==> config.mk <==
export PLATFORM = sky130hd
export DESIGN_NAME = edoc_ctrl
export DESIGN_NICKNAME = d
export VERILOG_FILES = /design/src/hw/edoc_pkg.sv /design/src/hw/edoc_ctrl.sv /design/src/hw/edoc_tick.sv
export SDC_FILE = /design/constraint.sdc
export NUM_CORES = 1
export LEC_CHECK = 0
export ABC_AREA = 1
export BUFFER_PORTS_ARGS = -buffer_cell sky130_fd_sc_hd__buf_2
export CORE_MARGIN = 1
export CORE_UTILIZATION = 25
export CTS_CLUSTER_SIZE = 28
export DETAILED_ROUTE_END_ITERATION = 8
export PLACE_DENSITY_LB_ADDON = 0.15
export SYNTH_ARGS = -nofsm -noshare
export SYNTH_HDL_FRONTEND = slang
export SYNTH_SLANG_ARGS = --single-unit
==> constraint.sdc <==
create_clock -name clk -period 2.3 [get_ports clk]
set_clock_uncertainty 0.15 [all_clocks]
set_input_delay 0.345 -clock clk [delete_from_list [all_inputs] [get_ports clk]]
set_output_delay 0.345 -clock clk [all_outputs]
set_load 0.02 [all_outputs]
==> src/hw/edoc_pkg.sv <==
// package for the page-mode dram controller: timing counts, commands, pin carrier
// assumes a 20 MHz clock driving all logic
package edoc_pkg;
  localparam int CLK_PERIOD_NS = 50;
  localparam int ADDR_W = 8;
  localparam int DATA_W = 16;
  localparam int REFRESH_ROWS = 256;
  localparam int REFRESH_PERIOD_MS = 4;
  // ms period split over all rows, rounded down so the deadline is never missed
  localparam int REFRESH_INTERVAL_CYC = (REFRESH_PERIOD_MS * 1000000) / (REFRESH_ROWS * CLK_PERIOD_NS);
  localparam int MIN_PULSE_NS = 25;
  localparam int MIN_PULSE_CYC = (MIN_PULSE_NS + CLK_PERIOD_NS - 1) / CLK_PERIOD_NS;
  localparam logic [1:0] CMD_READ = 2'h0;
  localparam logic [1:0] CMD_EARLY_WRITE = 2'h1;
  localparam logic [1:0] CMD_LATE_WRITE = 2'h2;
  localparam logic [1:0] CMD_RMW = 2'h3;
  typedef struct packed {
    logic row_strobe_n;
    logic lower_byte_strobe_n;
    logic upper_byte_strobe_n;
    logic write_strobe_n;
    logic output_gate_n;
  } edoc_strobes_s;
endpackage

==> src/hw/edoc_ctrl.sv <==
// controller for a 64K x 16 page-mode dram: one access per request, refresh by column-first cycles
// assumes the dram sits on the pins with no glue; requests held until ack
//
// How it works
// - late write and rmw keep output gate high through the write portion
// - data presented before column strobe in early write, no later than write strobe in late write
// - page accesses hold strobe high and low at least a minimum cycle each
// - refresh setup from first byte strobe falling, hold to last rising
// - each byte strobe meets minimum pulse width on its own
// - all 256 rows refreshed within every 4 ms
`timescale 1ns/100ps
module edoc_ctrl #(
  parameter int REFRESH_INTERVAL = edoc_pkg::REFRESH_INTERVAL_CYC,
  parameter int PULSE = edoc_pkg::MIN_PULSE_CYC
) (
  input wire logic clk,
  input wire logic srst,
  input wire logic req,
  input wire logic [1:0] req_cmd,
  input wire logic [15:0] req_addr,
  input wire logic [1:0] req_be,
  input wire logic [15:0] req_wdata,
  output logic ack,
  output logic [15:0] rdata,
  output logic busy,
  output edoc_pkg::edoc_strobes_s strobes,
  output logic [7:0] addr_out,
  output logic [15:0] dq_out,
  output logic dq_oe,
  input wire logic [15:0] dq_in
);
  typedef enum {ST_IDLE, ST_ROW, ST_COL, ST_WE, ST_DONE, ST_PRE, ST_RF_CAS, ST_RF_RAS, ST_RF_END} edoc_state_e;
  edoc_state_e st_r;
  logic [3:0] cnt_r;
  logic [1:0] cmd_r;
  logic [15:0] addr_r;
  logic [1:0] be_r;
  logic [15:0] wdata_r;
  logic tick;
  logic rf_pend_r;
  logic step;
  assign step = (cnt_r == 4'(PULSE - 1));

  edoc_tick #(.INTERVAL(REFRESH_INTERVAL)) u_tick (.clk(clk), .srst(srst), .tick(tick));

  // request wins only when no refresh is owed, so refresh never slips past its interval
  always_ff @(posedge clk) begin
    if (srst) begin
      rf_pend_r <= 1'b0;
    end else if (tick) begin
      rf_pend_r <= 1'b1;
    end else if (st_r == ST_RF_CAS) begin
      rf_pend_r <= 1'b0;
    end
  end

  always_ff @(posedge clk) begin
    if (srst) begin
      st_r <= ST_IDLE;
      cnt_r <= 4'h0;
      cmd_r <= edoc_pkg::CMD_READ;
      addr_r <= 16'h0000;
      be_r <= 2'h0;
      wdata_r <= 16'h0000;
    end else begin
      cnt_r <= step ? 4'h0 : cnt_r + 4'h1;
      case (st_r)
        ST_IDLE: begin
          cnt_r <= 4'h0;
          if (rf_pend_r) begin
            st_r <= ST_RF_CAS;
          end else if (req) begin
            cmd_r <= req_cmd;
            addr_r <= req_addr;
            be_r <= req_be;
            wdata_r <= req_wdata;
            st_r <= ST_ROW;
          end
        end
        ST_ROW: if (step) st_r <= ST_COL;
        ST_COL: if (step) st_r <= (cmd_r == edoc_pkg::CMD_LATE_WRITE || cmd_r == edoc_pkg::CMD_RMW) ? ST_WE : ST_DONE;
        ST_WE: if (step) st_r <= ST_DONE;
        ST_DONE: st_r <= ST_PRE;
        ST_PRE: if (step) st_r <= ST_IDLE;
        ST_RF_CAS: if (step) st_r <= ST_RF_RAS;
        ST_RF_RAS: if (step) st_r <= ST_RF_END;
        ST_RF_END: if (step) st_r <= ST_PRE;
        default: st_r <= ST_IDLE;
      endcase
    end
  end

  always_ff @(posedge clk) begin
    if (srst) begin
      strobes <= '1;
      addr_out <= 8'h00;
      dq_out <= 16'h0000;
      dq_oe <= 1'b0;
      ack <= 1'b0;
      rdata <= 16'h0000;
      busy <= 1'b0;
    end else begin
      ack <= 1'b0;
      busy <= (st_r != ST_IDLE);
      case (st_r)
        ST_IDLE: begin
          strobes <= '1;
          dq_oe <= 1'b0;
          if (!rf_pend_r && req) begin
            addr_out <= req_addr[15:8];
            strobes.row_strobe_n <= 1'b0;
            // early write: write strobe low before column strobe falls
            strobes.write_strobe_n <= (req_cmd != edoc_pkg::CMD_EARLY_WRITE);
            strobes.output_gate_n <= (req_cmd == edoc_pkg::CMD_EARLY_WRITE);
            if (req_cmd == edoc_pkg::CMD_EARLY_WRITE) begin
              dq_out <= req_wdata;
              dq_oe <= 1'b1;
            end
          end
        end
        ST_ROW: if (step) begin
          addr_out <= addr_r[7:0];
          // each byte lane's strobe gets the full pulse width on its own
          strobes.lower_byte_strobe_n <= ~be_r[0];
          strobes.upper_byte_strobe_n <= ~be_r[1];
        end
        ST_COL: if (step) begin
          if (!strobes.output_gate_n) rdata <= dq_in;
          if (cmd_r == edoc_pkg::CMD_LATE_WRITE || cmd_r == edoc_pkg::CMD_RMW) begin
            strobes.output_gate_n <= 1'b1;
            dq_out <= wdata_r;
          end
        end
        ST_WE: begin
          // gate already high one cycle, so the device has released the pins
          dq_oe <= 1'b1;
          if (step) strobes.write_strobe_n <= 1'b0;
        end
        ST_DONE: begin
          // gate stays high so written data is not driven back
          strobes <= '1;
          ack <= 1'b1;
        end
        ST_PRE: begin
          strobes <= '1;
          dq_oe <= 1'b0;
        end
        ST_RF_CAS: begin
          // row strobe waits for the next state so the byte strobes get a full setup pulse
          strobes.lower_byte_strobe_n <= 1'b0;
          strobes.upper_byte_strobe_n <= 1'b0;
        end
        ST_RF_RAS: strobes.row_strobe_n <= 1'b0;
        ST_RF_END: begin
          strobes.lower_byte_strobe_n <= 1'b1;
          strobes.upper_byte_strobe_n <= 1'b1;
          if (step) strobes.row_strobe_n <= 1'b1;
        end
        default: strobes <= '1;
      endcase
    end
  end

  a_refresh_order: assert property (@(posedge clk) disable iff (srst)
    $fell(strobes.row_strobe_n) && $past(st_r) == ST_RF_RAS |->
    !$past(strobes.lower_byte_strobe_n) && !$past(strobes.upper_byte_strobe_n))
    else $error("refresh row strobe fell without column strobes low");
  a_gate_high_write: assert property (@(posedge clk) disable iff (srst)
    $fell(strobes.write_strobe_n) && !strobes.row_strobe_n && st_r != ST_IDLE |-> strobes.output_gate_n)
    else $error("write strobe fell with output gate low");
  a_drive_gate_high: assert property (@(posedge clk) disable iff (srst)
    dq_oe |-> strobes.output_gate_n)
    else $error("data driven while output gate low");
  a_ack_pulse: assert property (@(posedge clk) disable iff (srst)
    ack |=> !ack && strobes.row_strobe_n && strobes.lower_byte_strobe_n)
    else $error("strobes not high after ack");
  a_early_data: assert property (@(posedge clk) disable iff (srst)
    $fell(strobes.lower_byte_strobe_n) && !strobes.write_strobe_n && st_r == ST_COL |-> dq_oe)
    else $error("early write data missing at column strobe");
  a_refresh_owed: assert property (@(posedge clk) disable iff (srst)
    tick |-> ##[1:40] st_r == ST_RF_CAS)
    else $error("refresh not started in time");
  a_col_pulse: assert property (@(posedge clk) disable iff (srst)
    $fell(strobes.lower_byte_strobe_n) |=> !strobes.lower_byte_strobe_n)
    else $error("lower byte strobe pulse too short");
  a_row_before_col: assert property (@(posedge clk) disable iff (srst)
    $fell(strobes.lower_byte_strobe_n) && st_r == ST_COL |-> !strobes.row_strobe_n)
    else $error("column strobe fell before row strobe in access");
endmodule

==> src/hw/edoc_tick.sv <==
// refresh interval timer: one-cycle tick every interval
// assumes synchronous active-high reset
`timescale 1ns/100ps
module edoc_tick #(
  parameter int INTERVAL = edoc_pkg::REFRESH_INTERVAL_CYC
) (
  input wire logic clk,
  input wire logic srst,
  output logic tick
);
  logic [15:0] cnt_r;
  always_ff @(posedge clk) begin
    if (srst) begin
      cnt_r <= 16'h0000;
      tick <= 1'b0;
    end else if (cnt_r == 16'(INTERVAL - 1)) begin
      cnt_r <= 16'h0000;
      tick <= 1'b1;
    end else begin
      cnt_r <= cnt_r + 16'h0001;
      tick <= 1'b0;
    end
  end
endmodule

==> results by stage <==
Setup path:
- The buffering stage count on the worst path with inverters included is 2.
- The nature of the critical path startpoint is a register.
- The signal on the critical path passes through nor2_4 > nand2_1 > buf_4 > inv_2 > nand2_1 > nand4_1 > nor2_1 > nor2_1.
- STA puts the critical path data arrival time at 2.01 ns.
- The standard cell with the maximum stage delay on the critical path is dfxtp_1.
- The worst reg2reg path endpoint is st_r[0].
- Following the worst setup path forward leads to its endpoint at st_r[0].
- Counting buffers and inverters, the worst setup path is 8 cells deep.
- The critical path's top delay family is simple AND/OR/NAND/NOR gates.
- The worst setup path is captured at a register.
- Counting cells, the worst reg-to-reg path comes to 8.
- In this run the worst path has a maximum fanout of 25.
- The maximum single-stage delay on the critical path is 0.50 ns.
- The worst register-to-register path begins at st_r[0].
- The data required time at the worst endpoint is 2.39 ns.
- Across all register-to-register paths, the minimum setup slack is 0.38 ns.
- The most critical setup path has its startpoint at st_r[0].
- The setup path with the least slack is of type register to register.

Floorplanning:
- The full die area is 17820 µm².
- Measured along the x axis, the die boundary spans 133.5 µm.
- After floorplanning, the core was divided into 47 placement rows.
- In this run the count of I/O pins placed on the die edge is 103.
- In this run the standard cell core region covers 16760 µm².
- Once the floorplan was initialized, standard cells occupied 25.79% of the core.
- The floorplan step set the die height to 133.5 µm.

Placement:
- The cell total after placement is 920.
- The routability-driven placement congestion ratio is 0.8256.
- The number of I/O port buffers is 102.
- Before CTS, the worst setup slack after placement is 0.3844 ns.
- Detailed placement ended at an HPWL of 7.978 mm.

Synth:
- The post-synthesis instance total is 615.
- The number of different library cells in the post-synthesis netlist is 26.
- The most frequent cell after synthesis is nor2_1.
- The sequential-to-total area share from yosys stat is 46.79%.
- The post-synthesis register bit count is 101.
- When the netlist entered floorplanning its net count stood at 673.
- For this run, the number of Yosys warnings is 0.
- The commonest cells after synthesis are nor2_1, nand2_1, dfxtp_1, inv_1, o21ai_0.
- The share of synthesized area in the top cell type comes to 46.79%.
- The synthesized netlist occupies a cell area of 4322 µm².
- Averaged over all synthesized cells, the footprint is 7.027 µm².
- The proportion of synthesized flip-flops having asynchronous set or reset is 0%.
- By area the synthesized netlist is led by dfxtp_1, nor2_1, nand2_1.
- Counting flops with a built-in enable in the synthesized netlist gives 0.
- The library cell with the largest summed area after synthesis is dfxtp_1.
- In the synthesized netlist the dominant register cell turns out to be dfxtp_1.

Clock network:
- The number of buffers added by the clock tree synthesis step is 9.
- The clock transition at the registers of the reported paths is 0.07 ns.
- TritonCTS built the clock tree.
- The clock root buffer master is clkbuf_16.
- The number of resized instances in the post-cts repair step is 0.
- The clock net in this run drives a total of 101 sinks.
- The deepest clock path buffer count is 2.
- Buffers added to address setup during post-CTS repair amount to 0.
- The hold-fix buffer count after cts is 0.
- The deepest level of the CTS H-tree is 3.
- The later-pin clock latency in the skew report is 0.35 ns.

Power and ir drop:
- The share of total power consumed by net switching is 40.39%.
- Registers are responsible for 36.2% of the overall power.
- Total power for the finished layout comes to 0.006839 W.
- The total power per unit cell area is 1274 nW/µm².
- The clock network power share is 24.2%.
- The maximum resistive drop on vdd is 0.4242 mV.
- The share of total power in combinational logic is 39.6%.
- The net load switching power is 0.002763 W.
- For this design the static power due to leakage is 2.538 nW.
- The internal portion of total power is 0.004077 W.

Timing:
- The relative slew slack is 62.68%.
- The worst path in the final design needs a cycle of 1.920 ns, including I/O delays and setup.
- The post-route worst setup slack is 0.3804 ns.
- The number of hold violations in the final report came to 0.
- The worst path uses 83.46% of the clock period.
- Static timing analysis puts the maximum clock frequency at 520.9 MHz.
- Setup repair after global routing left no endpoint under its margin.
- The number of setup violations in the final report is 0.
- The number of max-slew violations in the final report is 0.
- At the pin with the least slew margin, the transition time is 0.5589 ns.
- The setup total negative slack is 0 ns.

Global route:
- The initial antenna violation count was 0.
- The first global-routing pass estimated 17.76 mm of wire.
- Global routing consumed, over all layers together, 12.57% of the routing resources.
- The via count of the first global-routing pass is 3694.
- The pin count of the biggest net entering global routing is 40.
- The total grt overflow is 0.

Layout:
- In the final layout, flip-flops and latches occupy 2022 µm².
- The share of post-route cells with drive strength above 1 is 20.11%.
- The area used by multi-input combinational logic is 1957 µm².
- The count of fill cells added during filler insertion is 1862.
- The number of antenna diodes in the final layout is 0.
- The final net count is 769.
- The final cell count without fillers is 936.
- Compared with the post-synthesis result, the final layout area differs by 24.26%.
- The post-route core utilization is 32.04%.

Hold path:
- The class of the tightest hold or removal check is primary input to register.

Flow run:
- Across the run, the number of max-cap violations was 0.

Route:
- The first detailed-routing pass ran for 4 iterations.
- The final layout contains routed wiring with a total length of 10.83 mm.
- After the first detailed-routing iteration, the DRC count stood at 205.
- After detailed routing, the number of vias per cell comes to 4.269.
- In the final routed layout, each cell accounts on average for 11.57 µm.
- The DRC violation count after routing is 0.
- The residual antenna-violating net count after detailed routing is 0.
- The detailed-route via count is 3996.

Outcome:
- The run finished with clean final reports.
power by group through the flow:
stage               Combinational [W]  Clock, W  Sequential, W
finish                        0.00271   0.00165        0.00248
global route                  0.00307   0.00180        0.00254
CTS                           0.00275   0.00171        0.00248
detailed placement            0.00275         0        0.00252
global placement              0.00274         0        0.00250
floorplan                     0.00170         0        0.00284
routing by layer:
metal / part of all wire, % / GRT usage, % / vias to the layer above
met5: 0 / 0 / -
met4: 1.1 / 3.409 / 0
met3: 6.8 / 4.833 / 7
met2: 45 / 20.11 / 99
met1: 47 / 15.69 / 1745
li1: - / - / 2145
stage by stage:
step           hold WS [ns]  instance area, µm²
2_1_floorplan        0.2630                4322
6_report            0.06424                5370
4_1_cts             0.05217                5370
5_1_grt             0.06317                5370
3_3_place_gp         0.2710                5045
3_5_place_dp         0.2766                5045
flip-flops by register name, summed over array words and instances (netlist names):
name          count
rf_pend_r         1
cmd_r             1
u_tick.cnt_r     16
st_r              4
addr_out          8
u_tick.tick       1
dq_out           16
cnt_r             4
busy              1
rdata            16
wdata_r          16
ack               1
be_r              2
strobes           5
dq_oe             1
addr_r            8
cell usage in the layout (no fill, tap or decap), drive strengths merged, types with 6 or more instances in the layout:
cell	n
nor2	141
nand2	121
nand4	6
inv	58
dfxtp	101
nand3	25
clkbuf	10
nor3	8
a21oi	37
xor2	6
buf	110
o21ai	81
tightest hold or removal path, cell delays in order:
cell and delay [ns]:
buf_2 0.08, nor2_1 0.03, nor2_1 0.08
cells by family (layout without fill, tap and decap cells):
group / Yosys count / count (layout) / synth area share (%)
buf+inv: 83 / 184 / 7.933
simple gates: 302 / 302 / 28.78
compound gates: 118 / 118 / 14.01
fa+ha+maj: 3 / 3 / 0.8687
flops: 101 / 101 / 46.79
xor+xnor: 8 / 8 / 1.621
final cells by class:
type	instances	share of cell area (%)
clock buffer	10	4.450
clock inverter	6	1.608
inverter	58	4.101
multi-input combinational	431	36.44
sequential	101	37.65
tap	220	5.126
timing repair buffer	110	10.62
worst min path at each step:
stage | cells after the start | end | from
after floorplan | 2 | rf_pend_r | u_tick.tick
after global placement | 2 | rf_pend_r | u_tick.tick
after detailed placement | 2 | rf_pend_r | u_tick.tick
after CTS | 3 | addr_r[4] | req_addr[4]
after global routing | 3 | rdata[14] | dq_in[14]
final | 3 | addr_r[4] | req_addr[4]
Power figures use the tool's default switching activity.
